<file path="src/design/iopic_pkg.sv">
`default_nettype none
package iopic_pkg;

    // ****************************************************************
    // Exit detail word field positions
    // ****************************************************************
    localparam int PORT_LSB = 16;              // Port number, bits 31:16
    localparam int SEG_LSB = 10;               // Segment field, bits 12:10
    localparam int ADDR64_BIT = 9;
    localparam int ADDR32_BIT = 8;
    localparam int ADDR16_BIT = 7;
    localparam int OPW32_BIT = 6;
    localparam int OPW16_BIT = 5;
    localparam int OPW8_BIT = 4;
    localparam int ITER_BIT = 3;
    localparam int BLOCK_BIT = 2;
    localparam int DIR_BIT = 0;
    localparam logic [31:0] DETAIL_RESET = 32'h0000_0000;

    // ****************************************************************
    // Segment encodings and map geometry
    // ****************************************************************
    localparam logic [2:0] SEG_EXTRA = 3'h0;   // Extra segment code
    localparam logic [2:0] SEG_DATA = 3'h3;    // Data segment code (default)
    localparam int PAGE_BITS = 12;             // 4-Kbyte alignment
    localparam logic [63:0] MAP_LAST_OFS = 64'h0000_0000_0000_2000; // 64K+3 bits -> last byte

    // ****************************************************************
    // Operation codes and exit codes
    // ****************************************************************
    typedef enum logic [3:0] {
        OP_NONE = 4'h0,
        OP_PORT = 4'h1,
        OP_CACHE_FLUSH = 4'h2,
        OP_CACHE_KEEP = 4'h3,
        OP_WATCH_ARM = 4'h4,
        OP_WATCH_WAIT = 4'h5,
        OP_WATCH_WAIT_EXT = 4'h6,
        OP_EXT_CTRL_WR = 4'h7,
        OP_USER_CNT_RD = 4'h8,
        OP_GUEST_ENTRY = 4'h9
    } iopic_op_type;

    typedef enum logic [3:0] {
        RES_NONE = 4'h0,
        RES_EXCEPTION = 4'h1,
        RES_PORT_EXIT = 4'h2,
        RES_CACHE_EXIT = 4'h3,
        RES_ARM_EXIT = 4'h4,
        RES_WAIT_COND_EXIT = 4'h5,
        RES_WAIT_UNCOND_EXIT = 4'h6,
        RES_XCR_EXIT = 4'h7,
        RES_CNT_EXIT = 4'h8,
        RES_BAD_STATE = 4'h9,
        RES_EXECUTE = 4'ha,
        RES_ENTRY_OK = 4'hb
    } iopic_res_type;

    typedef enum logic [1:0] {
        ST_IDLE = 2'b00,
        ST_FETCH = 2'b01,
        ST_WAIT = 2'b10
    } iopic_state_type;

    // ****************************************************************
    // Register map of the plain register port
    // ****************************************************************
    localparam logic [3:0] REG_DETAIL_ONE = 4'h0;  // Exit detail word
    localparam logic [3:0] REG_DETAIL_TWO_LO = 4'h1;
    localparam logic [3:0] REG_DETAIL_TWO_HI = 4'h2;
    localparam logic [3:0] REG_BASE_LO = 4'h3;     // Loaded map base
    localparam logic [3:0] REG_BASE_HI = 4'h4;
    localparam logic [3:0] REG_RESULT = 4'h5;      // Last decision code
    localparam logic [3:0] REG_CTRL = 4'h6;        // Intercept enables
    localparam int CTRL_PORT_TRAP = 0;
    localparam int CTRL_CACHE = 1;
    localparam int CTRL_ARM = 2;
    localparam int CTRL_WAIT_COND = 3;
    localparam int CTRL_WAIT_UNCOND = 4;
    localparam int CTRL_XCR = 5;
    localparam int CTRL_CNT = 6;
    localparam logic [6:0] CTRL_RESET = 7'h00;

endpackage
`default_nettype wire

</file>
<file path="src/design/iopic_core.sv">
// Contract
// [RULE_01] Cache flush: protection fault before intercept
// [RULE_02] Address watch arm: exceptions before intercept
// [RULE_03] Wait: exceptions, conditional, then unconditional
// [RULE_04] Both waits: low power picks conditional
// [RULE_05] Ext control write: intercept before fault
// [RULE_06] User counter read: exceptions before intercept
// [RULE_07] Hypervisor supplies aligned 12-Kbyte bitmap
// [RULE_08] Entry loads base, ignores low 12 bits
// [RULE_09] Bitmap end beyond max address: bad state
// [RULE_10] Bitmap bit n guards port n
// [RULE_11] Bitmap consulted only when trap enabled
// [RULE_12] Wide access intercepts if any bit set
// [RULE_13] Mode/privilege/task faults before port check
// [RULE_14] Port, address and operand width fields
// [RULE_15] Iterated and block transfer flags
// [RULE_16] Direction bit zero, reserved bits zero
// [RULE_17] Next instruction pointer saved in detail two
// [RULE_18] Segment field, data segment default
// [RULE_19] Block port read reports extra segment
// [RULE_20] Management irq on I/O encodes segment
// [RULE_21] Bitmap fetched by physical address
// [RULE_22] Trap disabled: ports never intercepted
//
// Design decisions made here: the plain strobed port and the placing of the registers.
`timescale 1ns/1ps
`default_nettype none

module iopic_core #(
    parameter int PA_WIDTH = 52
) (
    // Clock and reset
    input wire logic i_clk,
    input wire logic i_rst_n,
    // Register port
    input wire logic [3:0] i_reg_addr,
    input wire logic [31:0] i_reg_wdata,
    input wire logic i_reg_wr,
    input wire logic i_reg_rd,
    output logic [31:0] o_reg_rdata,
    // Instruction request
    input wire logic i_req,
    input wire logic [3:0] i_op,
    input wire logic i_early_fault,
    input wire logic i_late_fault,
    input wire logic i_would_sleep,
    input wire logic [15:0] i_port,
    input wire logic [2:0] i_opw_onehot,
    input wire logic [2:0] i_addrw_onehot,
    input wire logic i_iterated,
    input wire logic i_block,
    input wire logic i_is_read,
    input wire logic i_seg_override,
    input wire logic [2:0] i_seg,
    input wire logic i_mgmt_irq,
    input wire logic [63:0] i_next_ip,
    input wire logic [63:0] i_base_field,
    // Bitmap fetch
    output logic o_map_rd,
    output logic [63:0] o_map_addr,
    input wire logic i_map_valid,
    input wire logic [7:0] i_map_byte,
    // Decision
    output logic o_done,
    output logic [3:0] o_result,
    output logic o_busy
);

    // ****************************************************************
    // State
    // ****************************************************************
    typedef struct packed {
        iopic_pkg::iopic_state_type st;
        logic [6:0] ctrl;          // Intercept enables
        logic [63:0] base;         // Loaded map base
        logic [31:0] detail_one;   // Exit detail word
        logic [63:0] detail_two;   // Resume pointer
        logic [3:0] result;        // Last decision
        logic done;
        logic map_rd;
        logic [63:0] map_addr;
        logic [16:0] fetch_bit;    // Bit index of next byte to fetch
        logic [1:0] left;          // Fetches still to go
        logic hit;                 // Some covered bit was 1
        logic [16:0] end_bit; // Last covered bit, kept apart from the detail word
        logic busy; // Registered copy of st != idle
        logic [31:0] pend_detail;
        logic [63:0] pend_ip;
        logic late;                // Late fault held for after check
        logic [31:0] rdata;
    } iopic_state_struct_type;

    iopic_state_struct_type s_reg;
    iopic_state_struct_type s_next;

    // Byte count of the access from the one-hot operand width
    logic [2:0] nbytes;
    // Last covered port index, one bit wider for wrap past 0xffff
    logic [16:0] last_bit;
    // Bitmap mask of the covered bits in the fetched byte
    logic [7:0] want;
    logic [2:0] seg_eff;
    logic [31:0] detail;
    logic [63:0] map_end;

    always_comb
    begin
        nbytes = i_opw_onehot[2] ? 3'h4 : (i_opw_onehot[1] ? 3'h2 : 3'h1);
        last_bit = {1'b0, i_port} + {14'h0, nbytes} - 17'h1;
        // Default data segment unless overridden
        seg_eff = i_seg_override ? i_seg : iopic_pkg::SEG_DATA; // RULE_18
        if (i_block && i_is_read)
        begin
            seg_eff = iopic_pkg::SEG_EXTRA; // RULE_19
        end
        // Reserved bits 15:13 and 1 stay zero
        detail = iopic_pkg::DETAIL_RESET; // RULE_16
        detail[31:iopic_pkg::PORT_LSB] = i_port; // RULE_14
        detail[iopic_pkg::SEG_LSB +: 3] = seg_eff; // RULE_18 RULE_20
        detail[iopic_pkg::ADDR64_BIT] = i_addrw_onehot[2]; // RULE_14
        detail[iopic_pkg::ADDR32_BIT] = i_addrw_onehot[1];
        detail[iopic_pkg::ADDR16_BIT] = i_addrw_onehot[0];
        detail[iopic_pkg::OPW32_BIT] = i_opw_onehot[2];
        detail[iopic_pkg::OPW16_BIT] = i_opw_onehot[1];
        detail[iopic_pkg::OPW8_BIT] = i_opw_onehot[0];
        detail[iopic_pkg::ITER_BIT] = i_iterated; // RULE_15
        detail[iopic_pkg::BLOCK_BIT] = i_block; // RULE_15
        detail[iopic_pkg::DIR_BIT] = i_is_read; // RULE_16
        map_end = {i_base_field[63:iopic_pkg::PAGE_BITS], 12'h000} + iopic_pkg::MAP_LAST_OFS;
    end

    // ****************************************************************
    // Next-state logic
    // ****************************************************************
    always_comb
    begin
        s_next = s_reg;
        s_next.done = 1'b0;
        s_next.map_rd = 1'b0;
        s_next.rdata = 32'h0;
        want = 8'h0;
        // Register write: enables only; detail words are read-only
        if (i_reg_wr && i_reg_addr == iopic_pkg::REG_CTRL)
        begin
            s_next.ctrl = i_reg_wdata[6:0];
        end
        // Register read, answered the next cycle
        if (i_reg_rd)
        begin
            case (i_reg_addr)
                iopic_pkg::REG_DETAIL_ONE: s_next.rdata = s_reg.detail_one;
                iopic_pkg::REG_DETAIL_TWO_LO: s_next.rdata = s_reg.detail_two[31:0];
                iopic_pkg::REG_DETAIL_TWO_HI: s_next.rdata = s_reg.detail_two[63:32];
                iopic_pkg::REG_BASE_LO: s_next.rdata = s_reg.base[31:0];
                iopic_pkg::REG_BASE_HI: s_next.rdata = s_reg.base[63:32];
                iopic_pkg::REG_RESULT: s_next.rdata = {28'h0, s_reg.result};
                iopic_pkg::REG_CTRL: s_next.rdata = {25'h0, s_reg.ctrl};
                default: s_next.rdata = 32'h0;
            endcase
        end
        case (s_reg.st)
            iopic_pkg::ST_IDLE:
            begin
                if (i_req)
                begin
                    s_next.done = 1'b1;
                    case (iopic_pkg::iopic_op_type'(i_op))
                        iopic_pkg::OP_CACHE_FLUSH, iopic_pkg::OP_CACHE_KEEP:
                        begin
                            // Fault wins over intercept
                            s_next.result = i_early_fault ? iopic_pkg::RES_EXCEPTION : // RULE_01
                                (s_reg.ctrl[iopic_pkg::CTRL_CACHE] ? iopic_pkg::RES_CACHE_EXIT
                                                                    : iopic_pkg::RES_EXECUTE);
                        end
                        iopic_pkg::OP_WATCH_ARM:
                        begin
                            s_next.result = (i_early_fault || i_late_fault) ? iopic_pkg::RES_EXCEPTION : // RULE_02
                                (s_reg.ctrl[iopic_pkg::CTRL_ARM] ? iopic_pkg::RES_ARM_EXIT
                                                                  : iopic_pkg::RES_EXECUTE);
                        end
                        iopic_pkg::OP_WATCH_WAIT, iopic_pkg::OP_WATCH_WAIT_EXT:
                        begin
                            // Conditional exit only when the wait would sleep
                            if (i_early_fault || i_late_fault)
                                s_next.result = iopic_pkg::RES_EXCEPTION; // RULE_03
                            else if (s_reg.ctrl[iopic_pkg::CTRL_WAIT_COND] && i_would_sleep)
                                s_next.result = iopic_pkg::RES_WAIT_COND_EXIT; // RULE_03 RULE_04
                            else if (s_reg.ctrl[iopic_pkg::CTRL_WAIT_UNCOND])
                                s_next.result = iopic_pkg::RES_WAIT_UNCOND_EXIT; // RULE_04
                            else
                                s_next.result = iopic_pkg::RES_EXECUTE;
                        end
                        iopic_pkg::OP_EXT_CTRL_WR:
                        begin
                            // Intercept wins over the fault here
                            s_next.result = s_reg.ctrl[iopic_pkg::CTRL_XCR] ? iopic_pkg::RES_XCR_EXIT : // RULE_05
                                (i_early_fault ? iopic_pkg::RES_EXCEPTION : iopic_pkg::RES_EXECUTE);
                        end
                        iopic_pkg::OP_USER_CNT_RD:
                        begin
                            s_next.result = (i_early_fault || i_late_fault) ? iopic_pkg::RES_EXCEPTION : // RULE_06
                                (s_reg.ctrl[iopic_pkg::CTRL_CNT] ? iopic_pkg::RES_CNT_EXIT
                                                                  : iopic_pkg::RES_EXECUTE);
                        end
                        iopic_pkg::OP_GUEST_ENTRY:
                        begin
                            // Low 12 bits of the supplied base are dropped
                            s_next.base = {i_base_field[63:iopic_pkg::PAGE_BITS], 12'h000}; // RULE_08
                            // Last map byte must sit below the top physical address
                            if (map_end[63:PA_WIDTH] != '0) // RULE_09
                                s_next.result = iopic_pkg::RES_BAD_STATE;
                            else
                                s_next.result = iopic_pkg::RES_ENTRY_OK;
                        end
                        iopic_pkg::OP_PORT:
                        begin
                            if (i_early_fault)
                            begin
                                s_next.result = iopic_pkg::RES_EXCEPTION; // RULE_13
                            end
                            else if (!s_reg.ctrl[iopic_pkg::CTRL_PORT_TRAP])
                            begin
                                // No bitmap look-up at all when trapping is off
                                s_next.result = i_late_fault ? iopic_pkg::RES_EXCEPTION // RULE_22 RULE_11
                                                             : iopic_pkg::RES_EXECUTE;
                            end
                            else
                            begin
                                // Wide access may span two map bytes
                                s_next.done = 1'b0;
                                s_next.st = iopic_pkg::ST_FETCH;
                                s_next.fetch_bit = {1'b0, i_port};
                                s_next.end_bit = last_bit;
                                s_next.left = (last_bit[16:3] != {1'b0, i_port[15:3]}) ? 2'h2 : 2'h1;
                                s_next.hit = 1'b0;
                                s_next.late = i_late_fault;
                                s_next.pend_detail = i_mgmt_irq ? {19'h0, seg_eff, 10'h0} : detail; // RULE_20
                                s_next.pend_ip = i_next_ip;
                            end
                        end
                        default:
                        begin
                            s_next.result = iopic_pkg::RES_NONE;
                        end
                    endcase
                end
            end
            iopic_pkg::ST_FETCH:
            begin
                // Byte address is base plus port over eight, physical
                s_next.map_rd = 1'b1; // RULE_21
                s_next.map_addr = s_reg.base + {50'h0, s_reg.fetch_bit[16:3]}; // RULE_10
                s_next.st = iopic_pkg::ST_WAIT;
            end
            iopic_pkg::ST_WAIT:
            begin
                if (i_map_valid)
                begin
                    // Mark every covered bit inside this byte
                    for (int b = 0; b < 8; b++)
                    begin
                        if ({s_reg.fetch_bit[16:3], 3'(b)} >= s_reg.fetch_bit &&
                            {s_reg.fetch_bit[16:3], 3'(b)} <= s_reg.end_bit)
                        begin
                            want[b] = 1'b1;
                        end
                    end
                    s_next.hit = s_reg.hit | ((i_map_byte & want) != 8'h0); // RULE_12
                    if (s_reg.left == 2'h2)
                    begin
                        s_next.left = 2'h1;
                        s_next.fetch_bit = {s_reg.fetch_bit[16:3] + 14'h1, 3'h0};
                        s_next.st = iopic_pkg::ST_FETCH;
                    end
                    else
                    begin
                        s_next.st = iopic_pkg::ST_IDLE;
                        s_next.done = 1'b1;
                        if (s_next.hit)
                        begin
                            // Port exit: detail words latched
                            s_next.result = iopic_pkg::RES_PORT_EXIT; // RULE_12
                            s_next.detail_one = s_reg.pend_detail; // RULE_14
                            s_next.detail_two = s_reg.pend_ip; // RULE_17
                        end
                        else
                        begin
                            // Remaining faults come after the check
                            s_next.result = s_reg.late ? iopic_pkg::RES_EXCEPTION // RULE_13
                                                       : iopic_pkg::RES_EXECUTE;
                        end
                    end
                end
            end
            default:
            begin
                s_next.st = iopic_pkg::ST_IDLE;
            end
        endcase
        s_next.busy = (s_next.st != iopic_pkg::ST_IDLE);
    end

    // ****************************************************************
    // State register
    // ****************************************************************
    always_ff @(posedge i_clk or negedge i_rst_n)
    begin
        if (!i_rst_n)
        begin
            s_reg <= '0;
        end
        else
        begin
            s_reg <= s_next;
        end
    end

    assign o_reg_rdata = s_reg.rdata;
    assign o_map_rd = s_reg.map_rd;
    assign o_map_addr = s_reg.map_addr;
    assign o_done = s_reg.done;
    assign o_result = s_reg.result;
    assign o_busy = s_reg.busy;

    // ****************************************************************
    // Assertions
    // ****************************************************************
    property p_cache_order;
        @(posedge i_clk) disable iff (!i_rst_n)
        (i_req && !o_busy && i_early_fault && (i_op == 4'h2 || i_op == 4'h3)) |=> (o_done && o_result == 4'h1);
    endproperty
    a_cache_order: assert property (p_cache_order) else $error("cache flush fault lost"); // RULE_01

    property p_xcr_order;
        @(posedge i_clk) disable iff (!i_rst_n)
        (i_req && !o_busy && i_op == 4'h7 && s_reg.ctrl[5]) |=> (o_result == 4'h7);
    endproperty
    a_xcr_order: assert property (p_xcr_order) else $error("ext ctrl intercept not first"); // RULE_05

    property p_wait_cond;
        @(posedge i_clk) disable iff (!i_rst_n)
        (i_req && !o_busy && i_op == 4'h5 && !i_early_fault && !i_late_fault && s_reg.ctrl[3] && i_would_sleep)
        |=> (o_result == 4'h5);
    endproperty
    a_wait_cond: assert property (p_wait_cond) else $error("conditional wait exit missing"); // RULE_04

    property p_trap_off;
        @(posedge i_clk) disable iff (!i_rst_n)
        (i_req && !o_busy && i_op == 4'h1 && !s_reg.ctrl[0]) |=> (!o_busy && o_result != 4'h2);
    endproperty
    a_trap_off: assert property (p_trap_off) else $error("port trapped while disabled"); // RULE_22

    property p_fetch_bound;
        @(posedge i_clk) disable iff (!i_rst_n)
        (i_req && !o_busy && i_op == 4'h1 && s_reg.ctrl[0] && !i_early_fault)
        |=> ##1 (o_map_rd && o_map_addr == s_reg.base + ({48'h0, $past(i_port, 2)} >> 3));
    endproperty
    a_fetch_bound: assert property (p_fetch_bound) else $error("map fetch at wrong byte"); // RULE_10

    property p_exit_detail;
        @(posedge i_clk) disable iff (!i_rst_n)
        (o_done && o_result == 4'h2) |-> (s_reg.detail_one[15:13] == 3'h0 && s_reg.detail_one[1] == 1'b0);
    endproperty
    a_exit_detail: assert property (p_exit_detail) else $error("reserved detail bits set"); // RULE_16

    property p_base_low;
        @(posedge i_clk) disable iff (!i_rst_n)
        (i_req && !o_busy && i_op == 4'h9) |=> (s_reg.base[11:0] == 12'h000);
    endproperty
    a_base_low: assert property (p_base_low) else $error("base low bits kept"); // RULE_08

    property p_early_port;
        @(posedge i_clk) disable iff (!i_rst_n)
        (i_req && !o_busy && i_op == 4'h1 && i_early_fault) |=> (o_done && o_result == 4'h1 && !o_busy);
    endproperty
    a_early_port: assert property (p_early_port) else $error("early port fault not first"); // RULE_13

endmodule

`default_nettype wire

</file>
<file path="config.mk">
export PLATFORM = sky130hd
export DESIGN_NAME = iopic_core
export DESIGN_NICKNAME = d
export VERILOG_FILES = /design/src/design/iopic_pkg.sv /design/src/design/iopic_core.sv
export SDC_FILE = /design/constraint.sdc
export NUM_CORES = 1
export LEC_CHECK = 0
export BUFFER_PORTS_ARGS = -buffer_cell sky130_fd_sc_hd__buf_2
export CAP_MARGIN = 10
export CORE_MARGIN = 2
export CORE_UTILIZATION = 29
export CTS_CLUSTER_DIAMETER = 60
export DETAILED_ROUTE_END_ITERATION = 7
export PLACE_DENSITY = 0.51
export SLEW_MARGIN = 20
export SYNTH_ARGS = -nofsm -noshare
export SYNTH_HDL_FRONTEND = slang
export SYNTH_SLANG_ARGS = --single-unit
</file>
<file path="constraint.sdc">
create_clock -name i_clk -period 4.93 [get_ports i_clk]
set_input_delay 0.2465 -clock i_clk [delete_from_list [all_inputs] [get_ports i_clk]]
set_output_delay 0.2465 -clock i_clk [all_outputs]
set_load 0.02 [all_outputs]
</file>
==> results.yml <==
placement:
  post-place-ws_ps: 1250
  placedInstanceArea_sq_um: 21400
  io_buffers: 280
  dp_hpwl_um: 47100
  gp_congestion: 0.844
final_layout:
  fill_cells: 6812
  design_area_sq_um: 24400
  fin_nets: 2503
  layout_commonest_cell: "nand2_1"
  area_delta_synth_final_pct: 22.8
  drive_gt1_frac: 0.249
  mostFrequentLayoutCells: "nand2_1 (401), dfrtp_1 (386), buf_2 (279), dlygate4sd3_1 (141), o21ai_0 (116)"
  largest_reg_flops: 283
logic_synthesis:
  synth_nets: 2208
  avgSynthCellArea_sq_um: 10.2
  netlist-cell-type-count: 86
  synth_flop_cell: "dfrtp_1"
  netlist_area_sq_um: 19900
  synth_edf_count: 0
  yosysSeqAreaShare: 0.486
  async_reset_ff_frac: 1.00
  ys_warn_count: 0
  ys_ff_latch: 386
  syn_inst: 1955
clocking:
  cts_tree: "yes"
  cts-htree-levels: 2
  clkTransAtPathRegs_ps: 60
  clockBufferDepth: 3
  clock-sinks: 386
  clk_latency_ps: 600
  cts_buffers: 49
  postCtsSetupRepairBufs: 0
  cts_resized: 0
  ctsHoldBuffers: 141
  cts_root_buf: "clkbuf_16"
timing:
  post-route-period-util: 0.741
  skew_ps: 26.2
  fmax_ghz: 0.274
  rsz0062_at_grt: "no"
  setup_violations: 0
  hold-worst-slack_ps: 38.0
  drv_slew: 0
  min_period_ps: 3660
  slew_headroom: 0.284
  setup_ws_ps: 1270
  tns_ps: 0
  tightest_slew_ps: 1070
  hold_viol_final: 0
setup_path:
  worstSetupStartpointType: "input pin"
  rrSetupSlack_ps: 1300
  cp.required_ps: 5440
  reg2regPathDepth: 11
  setup.worst_path.class: "input pin to flip-flop"
  cp-end-kind: "flip-flop"
  r2r_start: "s_reg[161]"
  path_max_fanout: 4
  crit_arrival_ps: 4160
  reg2reg_to: "s_reg[282]"
global_route:
  grt_pass1_vias: 15600
  antenna_found_initial: 1
  grt_use_total: 0.180
  grt_max_degree: 146
  grt_pass1_wl_um: 96400
  grt-ovfl-total: 0
detailed_routing:
  vias: 15600
  vias_per_cell: 4.91
  wl_per_cell_um: 20.4
  drc_errors: 0
  ant_nets: 0
  routed_wl_um: 64700
  drt_first_pass_iters: 5
  drt_iter0_markers: 1217
floorplan:
  io_pins: 318
  die_h_um: 266
  initial_core_util: 0.292
  core_area_sq_um: 68200
  die_x_um: 266
  num_rows: 96
  die-area_sq_um: 70700
run_status:
  status: "completed"
worst_hold_path:
  min_to: "s_reg[154]"
  whs_path_depth: 3
  hp-start: "i_port[4]"
  hp-class: "input pin to flip-flop"
power_and_ir_drop:
  power.density_nw_per_um2: 371
  peakVddDrop_uv: 257
  p_leak_nw: 11.4
flow_run:
  drv_cap: 0
[synthesized netlist by cell type, drive strengths merged (4+ instances only)]
master	number	area share
clkbuf	76	0.014
nor2b	9	0.0028
o22ai	7	0.0022
a222oi	20	0.010
dfrtp	386	0.49
nor3b	4	0.0015
and3	13	0.0041
o221ai	4	0.0024
xnor2	30	0.013
o22a	5	0.0022
or2	7	0.0022
a2111oi	4	0.0028
nand4	33	0.011
nor2	73	0.014
a21oi	84	0.022
nand2	404	0.076
ha	36	0.023
a31oi	12	0.0041
o21a	7	0.0027
mux2	151	0.10
o211ai	6	0.0028
buf	121	0.050
o21ai	123	0.031
o31ai	19	0.0072
or3	7	0.0025
a221o	4	0.0020
a211oi	5	0.0021
and4	8	0.0035
nor4	12	0.0059
nand2b	22	0.0069
nor3	24	0.0063
xor2	39	0.017
nand3	39	0.0098
a221oi	4	0.0021
a21o	5	0.0019
inv	58	0.011
a22o	4	0.0018
and2	7	0.0022
nand3b	4	0.0015
a22oi	49	0.018
[worst max-delay path: stages]
cell and delay [ps]:
dlygate4sd3_1 530, buf_2 150, inv_1 100, nand2_1 70
ha_1 290, inv_1 70, ha_1 190, inv_1 70
fa_1 380, and2b_4 290, o221ai_2 150, and2_1 210
a221o_1 320, a2111oi_1 360, nand4b_1 160, or4_1 490
o21ai_1 90
[worst max path at each step]
stage | startpoint | to | slack, ps | cells past startpoint
floorplan | i_opw_onehot[2] | s_reg[148] | 1680 | 14
global placement | i_opw_onehot[2] | s_reg[148] | 1250 | 15
global route | i_opw_onehot[2] | s_reg[149] | 990 | 17
detailed placement | i_opw_onehot[2] | s_reg[148] | 1250 | 16
CTS | i_opw_onehot[2] | s_reg[148] | 1290 | 17
finish | i_opw_onehot[2] | s_reg[148] | 1270 | 17
[power by group]
part	internal, mW	switching [mW]	total, mW
logic	0.645	0.825	1.47
clock network	2.13	1.48	3.62
registers	3.53	0.438	3.97
[stage by stage]
stage / util / instances / total power [mW]
2_1_floorplan: - / 1955 / 4.86
3_3_place_gp: 0.313 / 2940 / 5.37
3_5_place_dp: 0.313 / 2940 / 5.40
4_1_cts: 0.358 / 3168 / 9.17
5_1_grt: 0.358 / 3168 / 9.50
6_report: 0.358 / 3169 / 9.05
[layout make-up]
cell class              count  area [sq um]  share of cell area
diodes                      1          2.50            0.000102
clock buffers              66          1370              0.0561
clock inverters            21           269              0.0110
inverters                  59           221             0.00906
multi-input cells        1313          8780               0.359
flip-flops and latches    386          9660               0.395
well taps                 882          1100              0.0452
repair buffers            441          3020               0.124
[logic make-up (layout without fill, tap and decap cells)]
family,Yosys count,in the layout,share of synthesized area
AO/OA/AOI/OAI,380,380,0.127
adder cells (fa/ha/maj),39,39,0.0252
multiplexers,151,151,0.101
AND/OR/NAND/NOR,672,672,0.153
flip-flops,386,386,0.486
buffers and inverters,256,587,0.0758
XOR/XNOR,71,71,0.0326
other,0,1,0
[layer usage]
metal	global-route usage	up-vias	routed length (um)
met1	0.240	7685	28700
met2	0.300	486	31000
met4	0.0493	0	1540
met3	0.0301	83	3390
li1	-	7320	-
met5	0	-	0
Power figures use the tool's default switching activity.
